===== src/hw/scrb_map.svh =====
`ifndef SCRB_MAP_SVH
`define SCRB_MAP_SVH
// Control register numbers
`define SCRB_REG_BUS_SETUP    5'h02
`define SCRB_REG_PTE_PTR      5'h04
`define SCRB_REG_FAULT_ADDR   5'h08
`define SCRB_REG_CYCLE        5'h09
`define SCRB_REG_REGION_WIDTH 5'h0A
`define SCRB_REG_MATCH        5'h0B
`define SCRB_REG_MODE         5'h0C
`define SCRB_REG_REASON       5'h0D
`define SCRB_REG_EXC_PC       5'h0E
`define SCRB_REG_IDENT        5'h0F
`define SCRB_REG_CPU_SETUP    5'h10
`define SCRB_REG_INSTR_WATCH_ADDRESS       5'h12
`define SCRB_REG_DATA_WATCH_ADDRESS       5'h13
`define SCRB_REG_PTE_WIDE     5'h14
`define SCRB_REG_IMPR_PC      5'h16
`define SCRB_REG_DBG_PC       5'h17
`define SCRB_REG_DBG_CTRL     5'h18
`define SCRB_REG_ECC          5'h1A
`define SCRB_REG_CACHE_ERR    5'h1B
`define SCRB_REG_TAG_LOW      5'h1C
`define SCRB_REG_ERR_PC       5'h1E
// Identity layout
`define SCRB_IDENT_IMP_LSB    8
`define SCRB_IDENT_REV_LSB    0
// Arbitrary neutral identity values
`define SCRB_IMP_CODE         8'h5A
`define SCRB_REV_CODE         8'h01
// Cycle tally width and reset values
`define SCRB_TALLY_W          24
`define SCRB_ZERO32           32'h0000_0000
`define SCRB_ONE24            24'h00_0001
// Value returned for unimplemented numbers
`define SCRB_UNMAPPED_VAL     32'h0000_0000
`endif


===== src/hw/scrb_pkg.sv =====
package scrb_pkg;
   typedef logic [4:0]  scrb_regnum_t;
   typedef logic [31:0] scrb_word_t;
endpackage


===== src/hw/scrb_tally.sv =====
`timescale 1ns/1ps
`include "scrb_map.svh"
// Cycle tally with match value; wraps and pulses on match
module scrb_tally
   import scrb_pkg::*;
#(
   parameter int W = `SCRB_TALLY_W
)(
   input  wire logic         i_clk,
   input  wire logic         i_sys_rst,
   input  wire logic         i_tally_we,
   input  wire logic         i_match_we,
   input  wire logic [W-1:0] i_wdata,
   output logic      [W-1:0] o_tally,
   output logic      [W-1:0] o_match,
   output logic              o_hit
);
   logic [W-1:0] nxt_tally;
   logic         hit_now;

   // Match wraps the tally to zero
   assign hit_now   = (o_tally == o_match);
   assign nxt_tally = i_tally_we ? i_wdata :
                      hit_now ? '0 : o_tally + 1'b1;

   // Write wins over counting so software sees its value
   always_ff @(posedge i_clk or posedge i_sys_rst) begin
      if (i_sys_rst) begin
         o_tally <= '0;
         o_match <= '1;
         o_hit   <= 1'b0;
      end else begin
         o_tally <= nxt_tally;
         o_match <= i_match_we ? i_wdata : o_match;
         o_hit   <= hit_now && !i_tally_we;
      end
   end

   a_tally_wrap: assert property (@(posedge i_clk) disable iff (i_sys_rst)
      (hit_now && !i_tally_we) |=> (o_tally == '0) && o_hit)
      else $error("tally did not wrap on match");
   a_tally_step: assert property (@(posedge i_clk) disable iff (i_sys_rst)
      (!hit_now && !i_tally_we) |=> o_tally == $past(o_tally) + 1'b1)
      else $error("tally did not step");
   c_tally_hit: cover property (@(posedge i_clk) o_hit);
endmodule


===== src/hw/scrb_top.sv =====
`timescale 1ns/1ps
`include "scrb_map.svh"
module scrb_top
   import scrb_pkg::*;
#(
   parameter logic [7:0] IMP_CODE = `SCRB_IMP_CODE, // Arbitrary value
   parameter logic [7:0] REV_CODE = `SCRB_REV_CODE  // Arbitrary value
)(
   input  wire logic         i_clk,
   input  wire logic         i_sys_rst,
   input  wire logic         i_mt_valid,
   input  wire logic         i_mf_valid,
   input  wire scrb_regnum_t i_regnum,
   input  wire scrb_word_t   i_wdata,
   input  wire logic         i_fault_valid,
   input  wire scrb_word_t   i_fault_addr,
   input  wire logic         i_ifetch_valid,
   input  wire scrb_word_t   i_ifetch_addr,
   input  wire logic         i_daccess_valid,
   input  wire scrb_word_t   i_daccess_addr,
   input  wire logic         i_cache_err_valid,
   input  wire scrb_word_t   i_cache_err_info,
   output scrb_word_t        o_rdata,
   output logic              o_rvalid,
   output logic              o_timer_hit,
   output logic              o_watch_exc,
   output scrb_word_t        o_mode_flags,
   output scrb_word_t        o_bus_signal_setup,
   output scrb_word_t        o_region_width_flags,
   output scrb_word_t        o_cpu_setup
);
   // Word registers, writable, hardware-loaded or constant, indexed by register number
   scrb_word_t   regs_ff [0:31];
   scrb_word_t   rd_mux;
   scrb_word_t   ident_word;
   logic [`SCRB_TALLY_W-1:0] tally_val;
   logic [`SCRB_TALLY_W-1:0] match_val;
   logic         tally_hit;
   logic         tally_we;
   logic         match_we;
   logic         instr_watch_address_hit;
   logic         data_watch_address_hit;

   // Registers that hold software state and accept writes
   function automatic logic is_rw(input scrb_regnum_t n);
      is_rw = (n == `SCRB_REG_BUS_SETUP) || (n == `SCRB_REG_PTE_PTR) ||
              (n == `SCRB_REG_REGION_WIDTH) || (n == `SCRB_REG_MODE) ||
              (n == `SCRB_REG_REASON) || (n == `SCRB_REG_EXC_PC) ||
              (n == `SCRB_REG_CPU_SETUP) || (n == `SCRB_REG_INSTR_WATCH_ADDRESS) ||
              (n == `SCRB_REG_DATA_WATCH_ADDRESS) || (n == `SCRB_REG_PTE_WIDE) ||
              (n == `SCRB_REG_IMPR_PC) || (n == `SCRB_REG_DBG_PC) ||
              (n == `SCRB_REG_DBG_CTRL) || (n == `SCRB_REG_ECC) ||
              (n == `SCRB_REG_TAG_LOW) || (n == `SCRB_REG_ERR_PC);
   endfunction

   // Hardware-loaded words and the constant identity: read-only to moves
   function automatic logic is_ro(input scrb_regnum_t n);
      is_ro = (n == `SCRB_REG_FAULT_ADDR) || (n == `SCRB_REG_IDENT) ||
              (n == `SCRB_REG_CACHE_ERR);
   endfunction

   // Identity: reserved top half reads zero
   assign ident_word = {16'h0000,
                        IMP_CODE,
                        REV_CODE};

   // Timer strobes go only from move-to of the right number
   assign tally_we = i_mt_valid && (i_regnum == `SCRB_REG_CYCLE);
   assign match_we = i_mt_valid && (i_regnum == `SCRB_REG_MATCH);

   // Watch compares against software addresses
   assign instr_watch_address_hit = i_ifetch_valid &&
                       (i_ifetch_addr == regs_ff[`SCRB_REG_INSTR_WATCH_ADDRESS]);
   assign data_watch_address_hit = i_daccess_valid &&
                       (i_daccess_addr == regs_ff[`SCRB_REG_DATA_WATCH_ADDRESS]);

   // Read select: decode chain, unmapped gives fixed value
   assign rd_mux =
      (i_regnum == `SCRB_REG_IDENT) ? ident_word :
      (i_regnum == `SCRB_REG_CYCLE) ?
         {8'h00, tally_val} :
      (i_regnum == `SCRB_REG_MATCH) ?
         {8'h00, match_val} :
      (is_rw(i_regnum) || is_ro(i_regnum)) ?
         regs_ff[i_regnum] : `SCRB_UNMAPPED_VAL;

   scrb_tally #(
      .W (`SCRB_TALLY_W)
   ) u_tally (
      .i_clk      (i_clk),
      .i_sys_rst  (i_sys_rst),
      .i_tally_we (tally_we),
      .i_match_we (match_we),
      .i_wdata    (i_wdata[`SCRB_TALLY_W-1:0]),
      .o_tally    (tally_val),
      .o_match    (match_val),
      .o_hit      (tally_hit)
   );

   // Register array; hardware loads win for read-only words
   genvar gi;
   generate
      for (gi = 0; gi < 32; gi++) begin : g_reg
         localparam scrb_regnum_t N = scrb_regnum_t'(gi);
         if (N == `SCRB_REG_FAULT_ADDR) begin : g_fault
            always_ff @(posedge i_clk or posedge i_sys_rst) begin
               if (i_sys_rst) begin
                  regs_ff[gi] <= `SCRB_ZERO32;
               end else if (i_fault_valid) begin
                  regs_ff[gi] <= i_fault_addr;
               end
            end
         end else if (N == `SCRB_REG_CACHE_ERR) begin : g_cerr
            always_ff @(posedge i_clk or posedge i_sys_rst) begin
               if (i_sys_rst) begin
                  regs_ff[gi] <= `SCRB_ZERO32;
               end else if (i_cache_err_valid) begin
                  regs_ff[gi] <= i_cache_err_info;
               end
            end
         end else if (is_rw(N)) begin : g_rw
            always_ff @(posedge i_clk or posedge i_sys_rst) begin
               if (i_sys_rst) begin
                  regs_ff[gi] <= `SCRB_ZERO32;
               end else if (i_mt_valid && i_regnum == N) begin
                  regs_ff[gi] <= i_wdata;
               end
            end
         end else begin : g_none
            // Unimplemented slots stay constant
            assign regs_ff[gi] = `SCRB_ZERO32;
         end
      end
   endgenerate

   // Outputs, all registered
   always_ff @(posedge i_clk or posedge i_sys_rst) begin
      if (i_sys_rst) begin
         o_rdata              <= `SCRB_ZERO32;
         o_rvalid             <= 1'b0;
         o_timer_hit          <= 1'b0;
         o_watch_exc          <= 1'b0;
         o_mode_flags         <= `SCRB_ZERO32;
         o_bus_signal_setup   <= `SCRB_ZERO32;
         o_region_width_flags <= `SCRB_ZERO32;
         o_cpu_setup          <= `SCRB_ZERO32;
      end else begin
         o_rdata              <= i_mf_valid ? rd_mux : o_rdata;
         o_rvalid             <= i_mf_valid;
         o_timer_hit          <= tally_hit;
         o_watch_exc          <= instr_watch_address_hit || data_watch_address_hit;
         o_mode_flags         <= regs_ff[`SCRB_REG_MODE];
         o_bus_signal_setup   <= regs_ff[`SCRB_REG_BUS_SETUP];
         o_region_width_flags <= regs_ff[`SCRB_REG_REGION_WIDTH];
         o_cpu_setup          <= regs_ff[`SCRB_REG_CPU_SETUP];
      end
   end

   // Checks
   a_ident_read: assert property (@(posedge i_clk) disable iff (i_sys_rst)
      (i_mf_valid && i_regnum == `SCRB_REG_IDENT) |=>
      o_rdata == {16'h0000, IMP_CODE, REV_CODE})
      else $error("identity read wrong");
   a_ident_fixed: assert property (@(posedge i_clk) disable iff (i_sys_rst)
      (i_mt_valid && i_regnum == `SCRB_REG_IDENT) ##1
      (i_mf_valid && i_regnum == `SCRB_REG_IDENT) |=>
      o_rdata[15:0] == {IMP_CODE, REV_CODE})
      else $error("identity changed by write");
   a_fault_load: assert property (@(posedge i_clk) disable iff (i_sys_rst)
      (i_fault_valid ##1 (i_mf_valid && !i_fault_valid &&
       i_regnum == `SCRB_REG_FAULT_ADDR)) |=>
      o_rdata == $past(i_fault_addr, 2))
      else $error("faulting address not held");
   a_mode_wr: assert property (@(posedge i_clk) disable iff (i_sys_rst)
      (i_mt_valid && i_regnum == `SCRB_REG_MODE) |=> ##1
      o_mode_flags == $past(i_wdata, 2))
      else $error("mode flags not written");
   a_region_wr: assert property (@(posedge i_clk) disable iff (i_sys_rst)
      (i_mt_valid && i_regnum == `SCRB_REG_REGION_WIDTH) |=> ##1
      o_region_width_flags == $past(i_wdata, 2))
      else $error("region width not written");
   a_tally_top: assert property (@(posedge i_clk) disable iff (i_sys_rst)
      (i_mf_valid && i_regnum == `SCRB_REG_CYCLE) |=>
      o_rdata[31:24] == 8'h00)
      else $error("tally upper bits not zero");
   a_unmapped_rd: assert property (@(posedge i_clk) disable iff (i_sys_rst)
      (i_mf_valid && i_regnum == 5'h01) |=>
      o_rdata == `SCRB_UNMAPPED_VAL)
      else $error("unmapped read wrong");
   a_watch_exc: assert property (@(posedge i_clk) disable iff (i_sys_rst)
      (i_daccess_valid && !(i_mt_valid && i_regnum == `SCRB_REG_DATA_WATCH_ADDRESS)
       && i_daccess_addr == regs_ff[`SCRB_REG_DATA_WATCH_ADDRESS]) |=> o_watch_exc)
      else $error("watch exception missed");
   a_rdata_hold: assert property (@(posedge i_clk) disable iff (i_sys_rst)
      !i_mf_valid |=> $stable(o_rdata))
      else $error("read data changed without a read");
   c_mode_read: cover property (@(posedge i_clk)
      i_mt_valid && i_regnum == `SCRB_REG_MODE ##1
      i_mf_valid && i_regnum == `SCRB_REG_MODE);
   c_watch: cover property (@(posedge i_clk) o_watch_exc);
   c_timer: cover property (@(posedge i_clk) o_timer_hit);
endmodule


===== config.mk =====
export PLATFORM = sky130hd
export DESIGN_NAME = scrb_top
export DESIGN_NICKNAME = d
export VERILOG_FILES = /design/src/hw/scrb_pkg.sv /design/src/hw/scrb_tally.sv /design/src/hw/scrb_top.sv
export VERILOG_INCLUDE_DIRS = /design/src /design/src/hw
export SDC_FILE = /design/constraint.sdc
export NUM_CORES = 2
export LEC_CHECK = 0
export BUFFER_PORTS_ARGS = -buffer_cell sky130_fd_sc_hd__buf_2
export CAP_MARGIN = 20
export CORE_MARGIN = 2
export CORE_UTILIZATION = 31
export CTS_CLUSTER_DIAMETER = 60
export DETAILED_ROUTE_END_ITERATION = 16
export GPL_TIMING_DRIVEN = 0
export PLACE_DENSITY = 0.44
export RECOVER_POWER = 50
export SLEW_MARGIN = 25
export SYNTH_ARGS = -nofsm -noshare
export SYNTH_HDL_FRONTEND = slang
export SYNTH_SLANG_ARGS = --single-unit

===== constraint.sdc =====
create_clock -name i_clk -period 28.2 [get_ports i_clk]
set_clock_uncertainty 0.1 [all_clocks]
set_input_delay 1.41 -clock i_clk [delete_from_list [all_inputs] [get_ports i_clk]]
set_output_delay 1.41 -clock i_clk [all_outputs]
set_load 0.03 [all_outputs]

==> results.tsv <==
stage	metric	value	unit
final_layout	Nets	3191	
run_status	failing checks	capacitance limit, slew limit	
setup_path	Data arrival, critical path	10.42	ns
setup_path	slowest stage cell, crit path	clkbuf_1	
clock_network	CTS Buffer Depth	3	
yosys	Top FF cell, synth	dfrtp_1	
setup_path	CP Data Required Time	27.61	ns
yosys	post-synthesis cell area	34970	sq um
floorplan	IO Pins	336	
route	total wire length	148400	microns
global_routing	vias in the first global route	25880	
final_layout	commonest non-fill, non-tap cells in the layout	dfrtp_1, mux2_2, buf_2	
setup_path	Crit. End Element	asynchronous set/reset pin	
timing	FMAX	0.09086	GHz
floorplan	DIE WIDTH	339.9	microns
timing	Slew HR	-2.519	
timing	Tmin final	11.01	ns
global_routing	pin count of the biggest net entering global routing	99	
floorplan	initial core utilization	0.3117	
route	post-route ant nets	0	
power_and_ir_drop	Max IR drop VDD	46.33	uV
timing	max-slew violation count	671	
yosys	Syn Inst Count	2575	
clock_network	clock-pin slew on the worst setup and hold paths	0.06	ns
setup_path	CP max stage delay	3.89	ns
global_routing	gr usage total	0.2538	
yosys	Yosys reg bits	788	
clock_network	clock sinks	788	
setup_path	crit path max fanout	92	
route	routed vias	24660	
placed_design	HPWL after DPL	111800	microns
clock_network	latest clock arrival within the worst-skew pair	0.67	ns
timing	Final Hold Viols	0	
placed_design	Port Buffers	331	
yosys	syn_area_per_cell	13.58	sq um
timing	Tcrit/Tclk final	0.3903	
floorplan	die area	115500	sq um
route	via/cell ratio	5.361	
yosys	synth warn	0	
global_routing	first-pass GRT wire length	206600	microns
clock_network	total CTS buffers	99	
final_layout	most common cell after layout, fill and taps aside	dfrtp_1	
global_routing	initial antenna violation count	14	
global_routing	total grt overflow	0	
final_layout	share of cells above drive strength 1	0.4347	
clock_network	CTS resizes	0	
route	DRT Pass-1 Iters	7	
yosys	Post-synth EDFFs	0	
placed_design	Placer Congestion	0.9509	
final_layout	area growth from synthesis to layout	19.86	%
timing	final setup fails	0	
clock_network	CTS H-tree depth	3	
setup_path	element type at the critical path start	input port	
timing	setup TNS	0	ns
setup_path	cell repeated most along the worst path	clkbuf_1	
clock_network	Root Buffer	clkbuf_16	
yosys	Seq/Total Area, Yosys	0.5647	
setup_path	CP Cell Sequence	clkbuf_1 -> clkinvlp_2 -> clkbuf_1 -> clkbuf_1	
min_path	HP Class	flip-flop to flip-flop	
power_and_ir_drop	P_leak	19.06	nW
yosys	asr flop ratio synth	1.000	
timing	Slew @ Worst Pin	5.278	ns
job	Max Cap Violations	9	
route	wire per inst	32.26	microns
run_status	outcome	complete, but fails checks	
floorplan	core area	112200	sq um
power_and_ir_drop	Power Total	3.439	mW
yosys	Mapped Nets	2749	
yosys	Yosys cell types	72	
power_and_ir_drop	Cell Pwr Density	82.03	nW/um^2
floorplan	Die Y	339.9	microns
timing	RSZ-0062 raised after global routing	no	
clock_network	postcts setup bufs	0	
clock_network	hold_buf cts	0	
clock_network	CTS tree	done	
floorplan	std cell rows	123	
route	drt initial violations	1955	
setup_path	critical path class	input port to asynchronous set/reset pin	
setup_path	r2r setup slk	25.16	ns
route	DRC Markers	0	
==> critical path, delay by kind of cell <==
kind / cells / cell delay [ns]
buffers and inverters: 4 / 8.78
==> metal layers <==
metal / global-route usage / vias up / part of all wire
li1: - / 10390 / -
met1: 0.3514 / 13210 / 0.45
met2: 0.4096 / 841 / 0.47
met3: 0.03714 / 209 / 0.053
met4: 0.08038 / 6 / 0.031
met5: 0 / - / 0.00030
==> sequential cells by signal (all words and copies together), names as in the netlist <==
register,flops
regs_ff,576
o_bus_signal_setup,32
o_cpu_setup,32
o_mode_flags,32
o_rdata,32
o_region_width_flags,32
u_tally.o_match,24
u_tally.o_tally,24
o_rvalid,1
o_timer_hit,1
o_watch_exc,1
u_tally.o_hit,1
==> metrics by stage <==
stage,worst slack [ns],cell area (sq um),std cells,hold slack [ns],util
finish,17.19,41920,4600,0.2496,0.3736
global route,15.28,41910,4595,0.2796,0.3735
CTS,24.31,42130,4594,0.2526,0.3755
detailed placement,23.57,38780,4416,0.2389,0.3457
global placement,-4.405,38510,4406,0.2419,0.3432
floorplan,4.605,34970,2575,0.2312,-
==> Yosys cell counts (17+ instances only) <==
cell      count  area, sq um
clkbuf_1     70        262.8
a221oi_1     77        674.4
a22oi_1      30        225.2
nor4_1       17        106.4
mux2_2      673         7579
nand4_1      35        219.0
nand2_1      50        187.7
nor2_1       62        232.7
nor3_1       26        130.1
o21ai_0      84        420.4
a221o_1      33        330.3
nand3_1      17        85.08
dfstp_2      24        630.6
xor2_1       65        569.3
xnor2_1      45        394.1
a211oi_1     23        172.7
mux2i_1      85        850.8
buf_2        99        495.5
mux2_1       24        270.3
buf_4        23        172.7
a21oi_1      41        205.2
dfrtp_1     764        19120
==> final timing paths <==
check / start / endpoint / depth (start not counted)
max in group i_clk: i_regnum[0] / o_rdata[0] / 10
min in group asynchronous: i_sys_rst / regs_ff[412] / 2
min: u_tally.o_hit / o_timer_hit / 0
min reg2reg: u_tally.o_hit / o_timer_hit / 0
max reg2reg: u_tally.o_tally[10] / u_tally.o_tally[5] / 6
max: i_sys_rst / o_bus_signal_setup[2] / 4
==> final cells by class <==
type	instances	area (sq um)
multi-input combinational	1559	14050
clock buffer	136	2882
clock inverter	42	469.2
fill	10860	70270
timing repair buffer	341	1745
tap	1500	1877
buffer	215	1077
inverter	13	50.05
sequential	788	19750
antenna	6	15.01
==> report_power, final <==
part / leakage [nW] / internal [mW] / switching, mW
logic: 7.49 / 0.256 / 0.367
registers: 9.95 / 1.35 / 0.163
clock network: 1.63 / 0.787 / 0.517
==> logic make-up (layout without fill, tap and decap cells) <==
logic type | count (synthesis) | in the layout | synth area share
AOI/OAI and AO/OA | 390 | 390 | 0.08239
xor gates and xnor gates | 110 | 110 | 0.02755
adders and majority gates | 1 | 1 | 0.0003577
buffers and inverters | 228 | 747 | 0.03313
DFF | 788 | 788 | 0.5647
muxes | 787 | 787 | 0.2509
other | 0 | 6 | 0
and+or+nand+nor | 271 | 271 | 0.04096
No activity file was read; power rests on OpenSTA's default activity.
